File: config.mk
export PLATFORM = sky130hd
export DESIGN_NAME = nvl_loader
export DESIGN_NICKNAME = d
export VERILOG_FILES = /design/src/rtl/nvl_pkg.sv /design/src/rtl/nvl_loader.sv
export SDC_FILE = /design/constraint.sdc
export NUM_CORES = 1
export LEC_CHECK = 0
export BUFFER_PORTS_ARGS = -buffer_cell sky130_fd_sc_hd__buf_2
export CAP_MARGIN = 0
export CORE_MARGIN = 4
export CORE_UTILIZATION = 25
export DETAILED_ROUTE_END_ITERATION = 12
export PLACE_DENSITY_LB_ADDON = 0.08
export SLEW_MARGIN = 30
export SYNTH_ARGS = -nofsm -noshare
export SYNTH_HDL_FRONTEND = slang
export SYNTH_SLANG_ARGS = --single-unit
File: constraint.sdc
create_clock -name clk_sys -period 5.85 [get_ports clk_sys]
set_input_delay 0.2925 -clock clk_sys [delete_from_list [all_inputs] [get_ports clk_sys]]
set_output_delay 0.2925 -clock clk_sys [all_outputs]
set_load 0.05 [all_outputs]
File: src/rtl/nvl_pkg.sv
// What this block does
// - Signature reads alternate: odd reads give zero, even reads give ID.
// - Access control register has no effect while strap selects flash.
// - Control bit 6 picks direction: 1 write, 0 read.
// - Writing 1 to bit 7 starts; hardware clears it on finish or abort.
// - Address/data register takes word address first, then data word.
// - Strap is sampled at hardware reset: high flash, low EEPROM.
// - Auto-load finishes within 10 ms after reset release.
// - Interrupt line held low as busy while auto-load runs.
// - Only hardware reset starts auto-load; soft reset never does.
// - Flash mode loads config from flash and maps ID reads there.
// - EEPROM mode loads config, copies ID and card info to upper SRAM.
// - About 34 us per EEPROM word; whole load bounded by 10 ms.
// - Intervening access aborts the sequence and clears go.
// - One word per sequence; word addresses 00 to ff accepted.
// - Address/data register holds its last data until rewritten.
// - Lower 16K of SRAM is ring buffer, rest holds loaded info.
// - Card info starts at 4010; exactly header word count loaded.
// - Card info byte n is read at attribute address 2n.
// - Host writes to SRAM at or above 4000 are ignored.
// - Flash select for attribute 0-3fff and common 4000-1ffff.
package nvl_pkg;
    // -------------------------------------------------------------
    // Register offsets and fields
    // -------------------------------------------------------------
    localparam logic [3:0]  OFS_CTRL     = 4'h2;
    localparam logic [3:0]  OFS_ADDR_DAT = 4'h4;
    localparam logic [11:0] OFS_SIG      = 12'hff4;
    localparam int          BIT_GO       = 7;
    localparam int          BIT_DIR      = 6;
    // -------------------------------------------------------------
    // SRAM and flash map
    // -------------------------------------------------------------
    localparam logic [14:0] SRAM_PROTECT = 15'h4000;
    localparam logic [14:0] ID_BASE      = 15'h4000;
    localparam logic [14:0] CIS_BASE     = 15'h4010;
    localparam logic [16:0] ATTR_HI      = 17'h03fff;
    localparam logic [16:0] COM_LO       = 17'h04000;
    localparam logic [16:0] COM_HI       = 17'h1ffff;
    localparam logic [16:0] FLASH_ID     = 17'h00000;
    // -------------------------------------------------------------
    // EEPROM word layout: header, config, ID area, card info
    // -------------------------------------------------------------
    localparam logic [7:0]  W_CFG0       = 8'h01;
    localparam logic [7:0]  W_CFG1       = 8'h02;
    localparam logic [7:0]  W_ID0        = 8'h03;
    localparam logic [7:0]  W_ID_LAST    = 8'h0a;
    // -------------------------------------------------------------
    // Timing
    // -------------------------------------------------------------
    localparam int CLK_MHZ       = 250;
    localparam int LOAD_LIMIT_MS = 10;
    localparam int WORD_TIME_US  = 34;
    localparam int LOAD_LIMIT_CYC = LOAD_LIMIT_MS * 1000 * CLK_MHZ;
    localparam int WORD_CYC      = WORD_TIME_US * CLK_MHZ;
    // -------------------------------------------------------------
    // Carriers
    // -------------------------------------------------------------
    typedef struct packed {
        logic        we;
        logic [7:0]  addr;
        logic [15:0] wdata;
    } nvl_nvm_cmd_t;
    typedef struct packed {
        logic        we;
        logic [14:0] addr;
        logic [7:0]  data;
    } nvl_sram_wr_t;
endpackage

File: src/rtl/nvl_loader.sv
`timescale 1ns/1ns
module nvl_loader #(
    parameter int         LOAD_LIMIT = nvl_pkg::LOAD_LIMIT_CYC,
    parameter logic [7:0] SIG_ID     = 8'ha5  // Arbitrary value.
) (
    // Clock and hardware reset
    input  wire logic                  clk_sys,
    input  wire logic                  rst,
    // Strap
    input  wire logic                  nvm_select_strap,
    // Page 3 register port
    input  wire logic                  io_rd,
    input  wire logic                  io_wr,
    input  wire logic [3:0]            io_addr,
    input  wire logic [15:0]           io_wdata,
    output logic      [15:0]           io_rdata,
    // Signature read
    input  wire logic                  sig_rd,
    output logic      [7:0]            sig_data,
    // Nonvolatile word engine
    output logic                       nvm_req,
    output nvl_pkg::nvl_nvm_cmd_t      nvm_cmd,
    input  wire logic                  nvm_done,
    input  wire logic [15:0]           nvm_rdata,
    // Configuration register load
    output logic                       cfg_we,
    output logic                       cfg_idx,
    output logic      [15:0]           cfg_data,
    // SRAM side
    output nvl_pkg::nvl_sram_wr_t      sram_wr,
    input  wire logic                  host_mem_wr,
    input  wire logic [14:0]           host_mem_addr,
    output logic                       sram_host_we,
    input  wire logic                  attr_rd,
    input  wire logic [8:0]            attr_addr,
    output logic      [14:0]           cis_sram_addr,
    input  wire logic                  id_rd,
    input  wire logic [2:0]            id_idx,
    output logic      [16:0]           id_src_addr,
    output logic                       id_src_flash,
    // Flash decode
    input  wire logic                  mem_req,
    input  wire logic                  mem_attr,
    input  wire logic [16:0]           mem_addr,
    output logic                       flash_cs_n,
    // Status
    output logic                       ireq_n,
    output logic                       load_done
);
    typedef enum logic [2:0] {
        ST_STRAP, ST_FETCH, ST_WAIT, ST_HI, ST_HOST
    } nvl_ld_t;
    typedef enum logic [1:0] {HS_IDLE, HS_ADDR, HS_DATA, HS_RUN} nvl_hs_t;

    nvl_ld_t     ld_st;
    nvl_hs_t     hs_st;
    logic        strap_q;
    logic        go;
    logic        dir;
    logic [7:0]  ee_addr;
    logic [15:0] adr;
    logic [7:0]  widx;
    logic [7:0]  wlast;
    logic [15:0] wbuf;
    logic [31:0] ld_timer;
    logic        sig_tog;

    // -------------------------------------------------------------
    // Decode
    // -------------------------------------------------------------
    // The ID area and the card info area are contiguous, so one
    // formula places every loaded byte pair.
    wire wr_ctrl  = io_wr && io_addr == nvl_pkg::OFS_CTRL;
    wire wr_adr   = io_wr && io_addr == nvl_pkg::OFS_ADDR_DAT;
    wire rd_ctrl  = io_rd && io_addr == nvl_pkg::OFS_CTRL;
    wire any_io   = io_rd || io_wr;
    wire start_ok = wr_ctrl && io_wdata[nvl_pkg::BIT_GO] && !strap_q
                    && ld_st == ST_HOST && hs_st == HS_IDLE;
    wire abort_a  = hs_st == HS_ADDR && any_io && !wr_adr;
    wire abort_d  = hs_st == HS_DATA && any_io && !wr_adr;
    wire run_done = hs_st == HS_RUN && nvm_done;
    wire timeout  = ld_timer >= 32'(LOAD_LIMIT - 1);
    wire is_cfg   = widx == nvl_pkg::W_CFG0 || widx == nvl_pkg::W_CFG1;
    wire [14:0] byte_addr = nvl_pkg::ID_BASE
        + {6'h00, widx - nvl_pkg::W_ID0, 1'b0};
    wire ld_busy  = ld_st != ST_HOST;
    wire flash_hit = strap_q && mem_req
        && ((mem_attr && mem_addr <= nvl_pkg::ATTR_HI)
        || (!mem_attr && mem_addr >= nvl_pkg::COM_LO
            && mem_addr <= nvl_pkg::COM_HI));

    // -------------------------------------------------------------
    // Auto-load sequencer
    // -------------------------------------------------------------
    // Only rst reaches this machine, so a soft reset cannot rerun it.
    always_ff @(posedge clk_sys or posedge rst) begin
        if (rst) begin
            ld_st <= ST_STRAP;
            strap_q <= 1'b0;
            widx <= 8'h00;
            wlast <= 8'h00;
            wbuf <= 16'h0000;
        end else if (timeout) begin
            // Checked in every state, so a load cut off between words
            // still stops at the limit instead of one word past it.
            ld_st <= ST_HOST;
        end else begin
            case (ld_st)
                ST_STRAP: begin
                    strap_q <= nvm_select_strap;
                    // Flash holds config only; EEPROM starts at header.
                    widx <= nvm_select_strap ? nvl_pkg::W_CFG0 : 8'h00;
                    wlast <= nvl_pkg::W_CFG1;
                    ld_st <= ST_FETCH;
                end
                ST_FETCH: ld_st <= ST_WAIT;
                ST_WAIT: begin
                    if (timeout) begin
                        ld_st <= ST_HOST;
                    end else if (nvm_done) begin
                        wbuf <= nvm_rdata;
                        if (widx == 8'h00) begin
                            // Card info length is the header count.
                            wlast <= nvl_pkg::W_ID_LAST
                                + nvm_rdata[7:0];
                        end
                        if (widx >= nvl_pkg::W_ID0) begin
                            ld_st <= ST_HI;
                        end else if (widx == wlast && widx != 8'h00) begin
                            ld_st <= ST_HOST;
                        end else begin
                            widx <= widx + 8'h01;
                            ld_st <= ST_FETCH;
                        end
                    end
                end
                ST_HI: begin
                    widx <= widx + 8'h01;
                    ld_st <= (widx == wlast) ? ST_HOST : ST_FETCH;
                end
                ST_HOST: ld_st <= ST_HOST;
                default: ld_st <= ST_HOST;
            endcase
        end
    end

    // Timer bounding the whole load from reset release.
    always_ff @(posedge clk_sys or posedge rst) begin
        if (rst) begin
            ld_timer <= 32'h0000_0000;
        end else if (ld_busy) begin
            ld_timer <= ld_timer + 32'h0000_0001;
        end
    end

    // -------------------------------------------------------------
    // Configuration and SRAM writes from the loader
    // -------------------------------------------------------------
    // Low byte lands at the even address, high byte one later.
    always_ff @(posedge clk_sys or posedge rst) begin
        if (rst) begin
            cfg_we <= 1'b0;
            cfg_idx <= 1'b0;
            cfg_data <= 16'h0000;
            sram_wr <= '0;
        end else begin
            cfg_we <= ld_st == ST_WAIT && nvm_done && is_cfg && !timeout;
            cfg_idx <= widx == nvl_pkg::W_CFG1;
            cfg_data <= nvm_rdata;
            sram_wr.we <= (ld_st == ST_WAIT && nvm_done && !timeout
                && widx >= nvl_pkg::W_ID0) || ld_st == ST_HI;
            sram_wr.addr <= byte_addr + {14'h0000, ld_st == ST_HI};
            sram_wr.data <= (ld_st == ST_HI) ? wbuf[15:8]
                                             : nvm_rdata[7:0];
        end
    end

    // -------------------------------------------------------------
    // Host EEPROM sequence
    // -------------------------------------------------------------
    // A stray access between the steps drops the whole sequence.
    always_ff @(posedge clk_sys or posedge rst) begin
        if (rst) begin
            hs_st <= HS_IDLE;
            go <= 1'b0;
            dir <= 1'b0;
            ee_addr <= 8'h00;
        end else begin
            case (hs_st)
                HS_IDLE: if (start_ok) begin
                    go <= 1'b1;
                    dir <= io_wdata[nvl_pkg::BIT_DIR];
                    hs_st <= HS_ADDR;
                end
                HS_ADDR: if (abort_a) begin
                    go <= 1'b0;
                    hs_st <= HS_IDLE;
                end else if (wr_adr) begin
                    ee_addr <= io_wdata[7:0];
                    hs_st <= dir ? HS_DATA : HS_RUN;
                end
                HS_DATA: if (abort_d) begin
                    go <= 1'b0;
                    hs_st <= HS_IDLE;
                end else if (wr_adr) begin
                    hs_st <= HS_RUN;
                end
                HS_RUN: if (nvm_done) begin
                    go <= 1'b0;
                    hs_st <= HS_IDLE;
                end
                default: hs_st <= HS_IDLE;
            endcase
        end
    end

    // Address/data register keeps its value until written or loaded by an EEPROM read.
    always_ff @(posedge clk_sys or posedge rst) begin
        if (rst) begin
            adr <= 16'h0000;
        end else if (run_done && !dir) begin
            adr <= nvm_rdata;
        end else if (wr_adr) begin
            adr <= io_wdata;
        end
    end

    // -------------------------------------------------------------
    // Word engine request, shared by loader and host
    // -------------------------------------------------------------
    always_ff @(posedge clk_sys or posedge rst) begin
        if (rst) begin
            nvm_req <= 1'b0;
            nvm_cmd <= '0;
        end else if (nvm_done) begin
            nvm_req <= 1'b0;
        end else if (ld_st == ST_FETCH) begin
            nvm_req <= 1'b1;
            nvm_cmd <= '{we: 1'b0, addr: widx, wdata: 16'h0000};
        end else if (hs_st != HS_RUN && (wr_adr && ((hs_st == HS_ADDR
                     && !dir) || hs_st == HS_DATA))) begin
            nvm_req <= 1'b1;
            nvm_cmd.we <= dir;
            nvm_cmd.addr <= (hs_st == HS_ADDR) ? io_wdata[7:0] : ee_addr;
            nvm_cmd.wdata <= io_wdata;
        end
    end

    // -------------------------------------------------------------
    // Register reads, signature and host mapping
    // -------------------------------------------------------------
    // Reserved control bits read as zero whatever software wrote.
    always_ff @(posedge clk_sys or posedge rst) begin
        if (rst) begin
            io_rdata <= 16'h0000;
            sig_data <= 8'h00;
            sig_tog <= 1'b0;
        end else begin
            if (io_rd) begin
                io_rdata <= rd_ctrl ? {8'h00, go, dir, 6'h00} : adr;
            end
            if (sig_rd) begin
                sig_data <= sig_tog ? SIG_ID : 8'h00;
                sig_tog <= ~sig_tog;
            end
        end
    end

    // Host-facing maps; all registered so outputs come from flops.
    always_ff @(posedge clk_sys or posedge rst) begin
        if (rst) begin
            sram_host_we <= 1'b0;
            cis_sram_addr <= nvl_pkg::CIS_BASE;
            id_src_addr <= 17'h00000;
            id_src_flash <= 1'b0;
            flash_cs_n <= 1'b1;
            ireq_n <= 1'b0;
            load_done <= 1'b0;
        end else begin
            sram_host_we <= host_mem_wr
                && host_mem_addr < nvl_pkg::SRAM_PROTECT;
            if (attr_rd) begin
                cis_sram_addr <= nvl_pkg::CIS_BASE
                    + {7'h00, attr_addr[8:1]};
            end
            if (id_rd) begin
                id_src_flash <= strap_q;
                id_src_addr <= strap_q
                    ? nvl_pkg::FLASH_ID + {14'h0000, id_idx}
                    : {2'b00, nvl_pkg::ID_BASE} + {14'h0000, id_idx};
            end
            flash_cs_n <= !flash_hit;
            ireq_n <= !ld_busy;
            load_done <= !ld_busy;
        end
    end
endmodule

==> results by group <==
Floorplanning
  • Num rows: 66
  • Initial Utilization: 25.6%
  • Die X: 191 um
  • Core Box Area: 32900 um2
  • Die area: 36600 um2
  • I/O Pins: 221
  • Die H: 191 um

Layout
  • Most frequent cells in the layout: dfrtp_1 (184), buf_2 (163), nand2_1 (115)
  • FILL cells: 3535
  • Flip-flop and latch area: 4660 um2
  • Fin cells: 1399
  • Multi-input gate area: 3310 um2
  • Nets: 1045
  • Diodes inserted: 0
  • Most common cell after layout, fill and taps aside: dfrtp_1
  • Synth-to-Final Area Change: 20.7%
  • Proportion of layout cells with a drive suffix above 1: 28.0%

Min path
  • Hold/Removal Path Class: in -> async

Clocking
  • Clock root cell: clkbuf_16
  • Clk Latency, worst-skew pair: 0.45 ns
  • Resize count post-CTS: 0
  • CTS tree: yes
  • Setup Buffers After CTS: 0
  • Num CTS Buffers: 17
  • H-tree Lvls: 4
  • CTS Sinks: 186
  • Max Buffers Root-to-Sink: 2
  • Cts hold-fix bufs: 7
  • Clock-pin transition on the worst setup and hold timing paths: 0.07 ns

Detailed routing
  • DR iter-0 viols: 350
  • WL per Instance: 17.2 um
  • Routed wire length: 24100 um
  • Vias per inst: 4.28
  • Pre-Repair DR Iteration Count: 5
  • Final ANT Viol Nets: 0
  • DRC violations left: 0
  • Routed vias: 5987

Power and ir drop
  • Worst vdd ir: 0.000225 V
  • Lkg Pwr: 4.79 nW
  • Power Density: 366 nW/um2

Setup path
  • Reg2Reg Setup Slack: 3.02 ns
  • CP Launch Point: widx[0]
  • CP max FO: 8
  • Startpoint types: flop
  • Crit path DAT: 3.17 ns
  • R2R depth: 7
  • Worst Setup EP: widx[6]
  • R2R Path Start: widx[0]
  • RR Endpoint: widx[6]
  • Setup crit end kind: flop
  • WP data required: 6.19 ns
  • Crit path kind: reg -> reg

Synthesis
  • Synth Register Bits: 186
  • Adder-Cell Fraction of Synth Area: 1.04%
  • Simple-Gate Fraction of Synth Area: 14.8%
  • Post-synthesis async set-or-reset flop share: 100%
  • Post-synthesis mux area share: 7.61%
  • Synth Instances: 791
  • Largest family of logic cells by synthesized area: simple AND/OR/NAND/NOR gates
  • Sequential cell area fraction in the yosys report: 55.4%
  • Most used DFF post-synth: dfrtp_1
  • Area share of xor/xnor cells in the synthesized design: 5.52%
  • Synthesized area: 8400 um2
  • Cell taking the most area after synthesis: dfrtp_1
  • Synth Area in Compound Gates: 8.99%
  • Netlist cell types: 58
  • Ranking of synthesized cells by area: dfrtp_1 (55%), mux2_2 (5.2%), nand2_1 (5.1%), xnor2_1 (3.3%), buf_4 (3.0%)
  • Post-synth EDFFs: 0
  • Syn Area/Cell: 10.6 um2
  • Ys Warns: 0
  • Top-area cell type share of the netlist area: 54.8%

Global routing
  • First-pass GRT wire length: 37300 um
  • Largest net degree at the start of global routing: 105
  • Vias in the first global route: 6151
  • Global-route total usage across every layer: 13.4%
  • Antenna violations before repair: 0
  • Total global routing overflow: 0

Placed design
  • Final HPWL DP: 17000 um
  • Port Buffers: 163
  • Final GP Congestion: 0.728
  • Placed cells: 1361
  • Pre-CTS setup slack: 2.95 ns

STA
  • Tcrit/Tclk final: 48.4%
  • Tmin final: 2.83 ns
  • Final Slew Violations: 0
  • Max frequency: 353 MHz
  • Unrepaired setup endpoints after global routing: no
  • Hold Slack: -0.0479 ns
  • Slew at the pin closest to its max-slew limit: 0.848 ns
  • Final hold vios: 26
  • Fin Setup TNS: 0 ns
  • Clk_skew: 0.0132 ns
  • # setup viols final: 0
  • Final worst slack: 3.02 ns
  • Slew Limit Headroom: 43.2%

Status
  • Failing checks: negative hold slack
  • Status: complete, but fails checks

Job
  • Max Cap Viol: 0
==> report_power, final <==
part	switching, W	leakage, nW	total, W	internal (W)
logic	0.000730	2.17	0.000988	0.000257
clock network	0.000534	0.255	0.00113	0.000595
registers	0.000111	2.36	0.00159	0.00148
total	0.00137	4.79	0.00371	0.00234
==> per-stage QoR <==
stage	util [%]	instance area, um2	hold slack, ns	total power [W]
global placement	29.0	9520	0.446	0.00261
global route	30.9	10100	0.00991	0.00392
CTS	30.8	10100	0.00300	0.00378
detailed placement	29.0	9520	0.446	0.00262
finish	30.9	10100	-0.0479	0.00371
floorplan	-	8500	0.324	0.00238
==> kinds of logic (layout without fill, tap and decap cells) <==
family,Yosys count,count (layout)
AOI/OAI and AO/OA,121,121
xor gates and xnor gates,53,53
adders and majority gates,7,7
buffers and inverters,102,241
DFF,186,186
muxes,57,57
other,2,29
and+or+nand+nor,263,263
==> area by class of cell <==
class / count / area share (%)
sequential: 186 / 45.9
multi-input combinational: 530 / 32.6
timing repair buffer: 178 / 9.35
tap: 442 / 5.45
clock buffer: 20 / 4.40
inverter: 33 / 1.30
clock inverter: 10 / 0.950
==> how the worst min path moves through the flow <==
stage | start | endpoint | slack (ns)
final | rst | sram_host_we | -0.05
after global routing | nvm_rdata[12] | cfg_data[12] | 0.01
after CTS | nvm_rdata[10] | cfg_data[10] | 0.003
after detailed placement | host_mem_addr[14] | sram_host_we | 0.45
after global placement | mem_req | flash_cs_n | 0.45
after floorplan | nvm_rdata[0] | cfg_data[0] | 0.32
==> synth_stat cells, types with 18 or more instances <==
master / number
a21oi_1: 21
buf_4: 34
xnor2_1: 32
xor2_1: 21
mux2_2: 39
nand2_1: 115
dfrtp_1: 184
o21ai_0: 43
nor2_1: 66
a31oi_1: 18
inv_1: 33
clkbuf_1: 23
==> critical path: stages (launching register included) <==
cell and delay, ns:
dfrtp_1 0.54, ha_1 0.36, nor3_1 0.33, nor2b_2 0.38, o21ai_2 0.11, a31o_4 0.25, or2_0 0.40, o41ai_2 0.34
==> layer usage <==
layer | share of wire [%] | track usage, % | up-vias | wire length [um]
li1 | - | - | 2903 | -
met5 | 0 | 0 | - | 0
met3 | 6.3 | 4.25 | 17 | 1520
met4 | 1.3 | 3.92 | 0 | 317
met2 | 47 | 21.0 | 128 | 11300
met1 | 45 | 17.8 | 2939 | 11000
==> flip-flops by register name, summed over array words and instances (netlist names), 2 cells and up <==
signal         count
adr               16
cfg_data          16
cis_sram_addr      9
ee_addr            8
hs_st              2
id_src_addr        4
io_rdata          16
ld_st              3
ld_timer          32
nvm_cmd           25
sram_wr           19
wbuf               8
widx               8
wlast              8
Power figures use the tool's default switching activity.
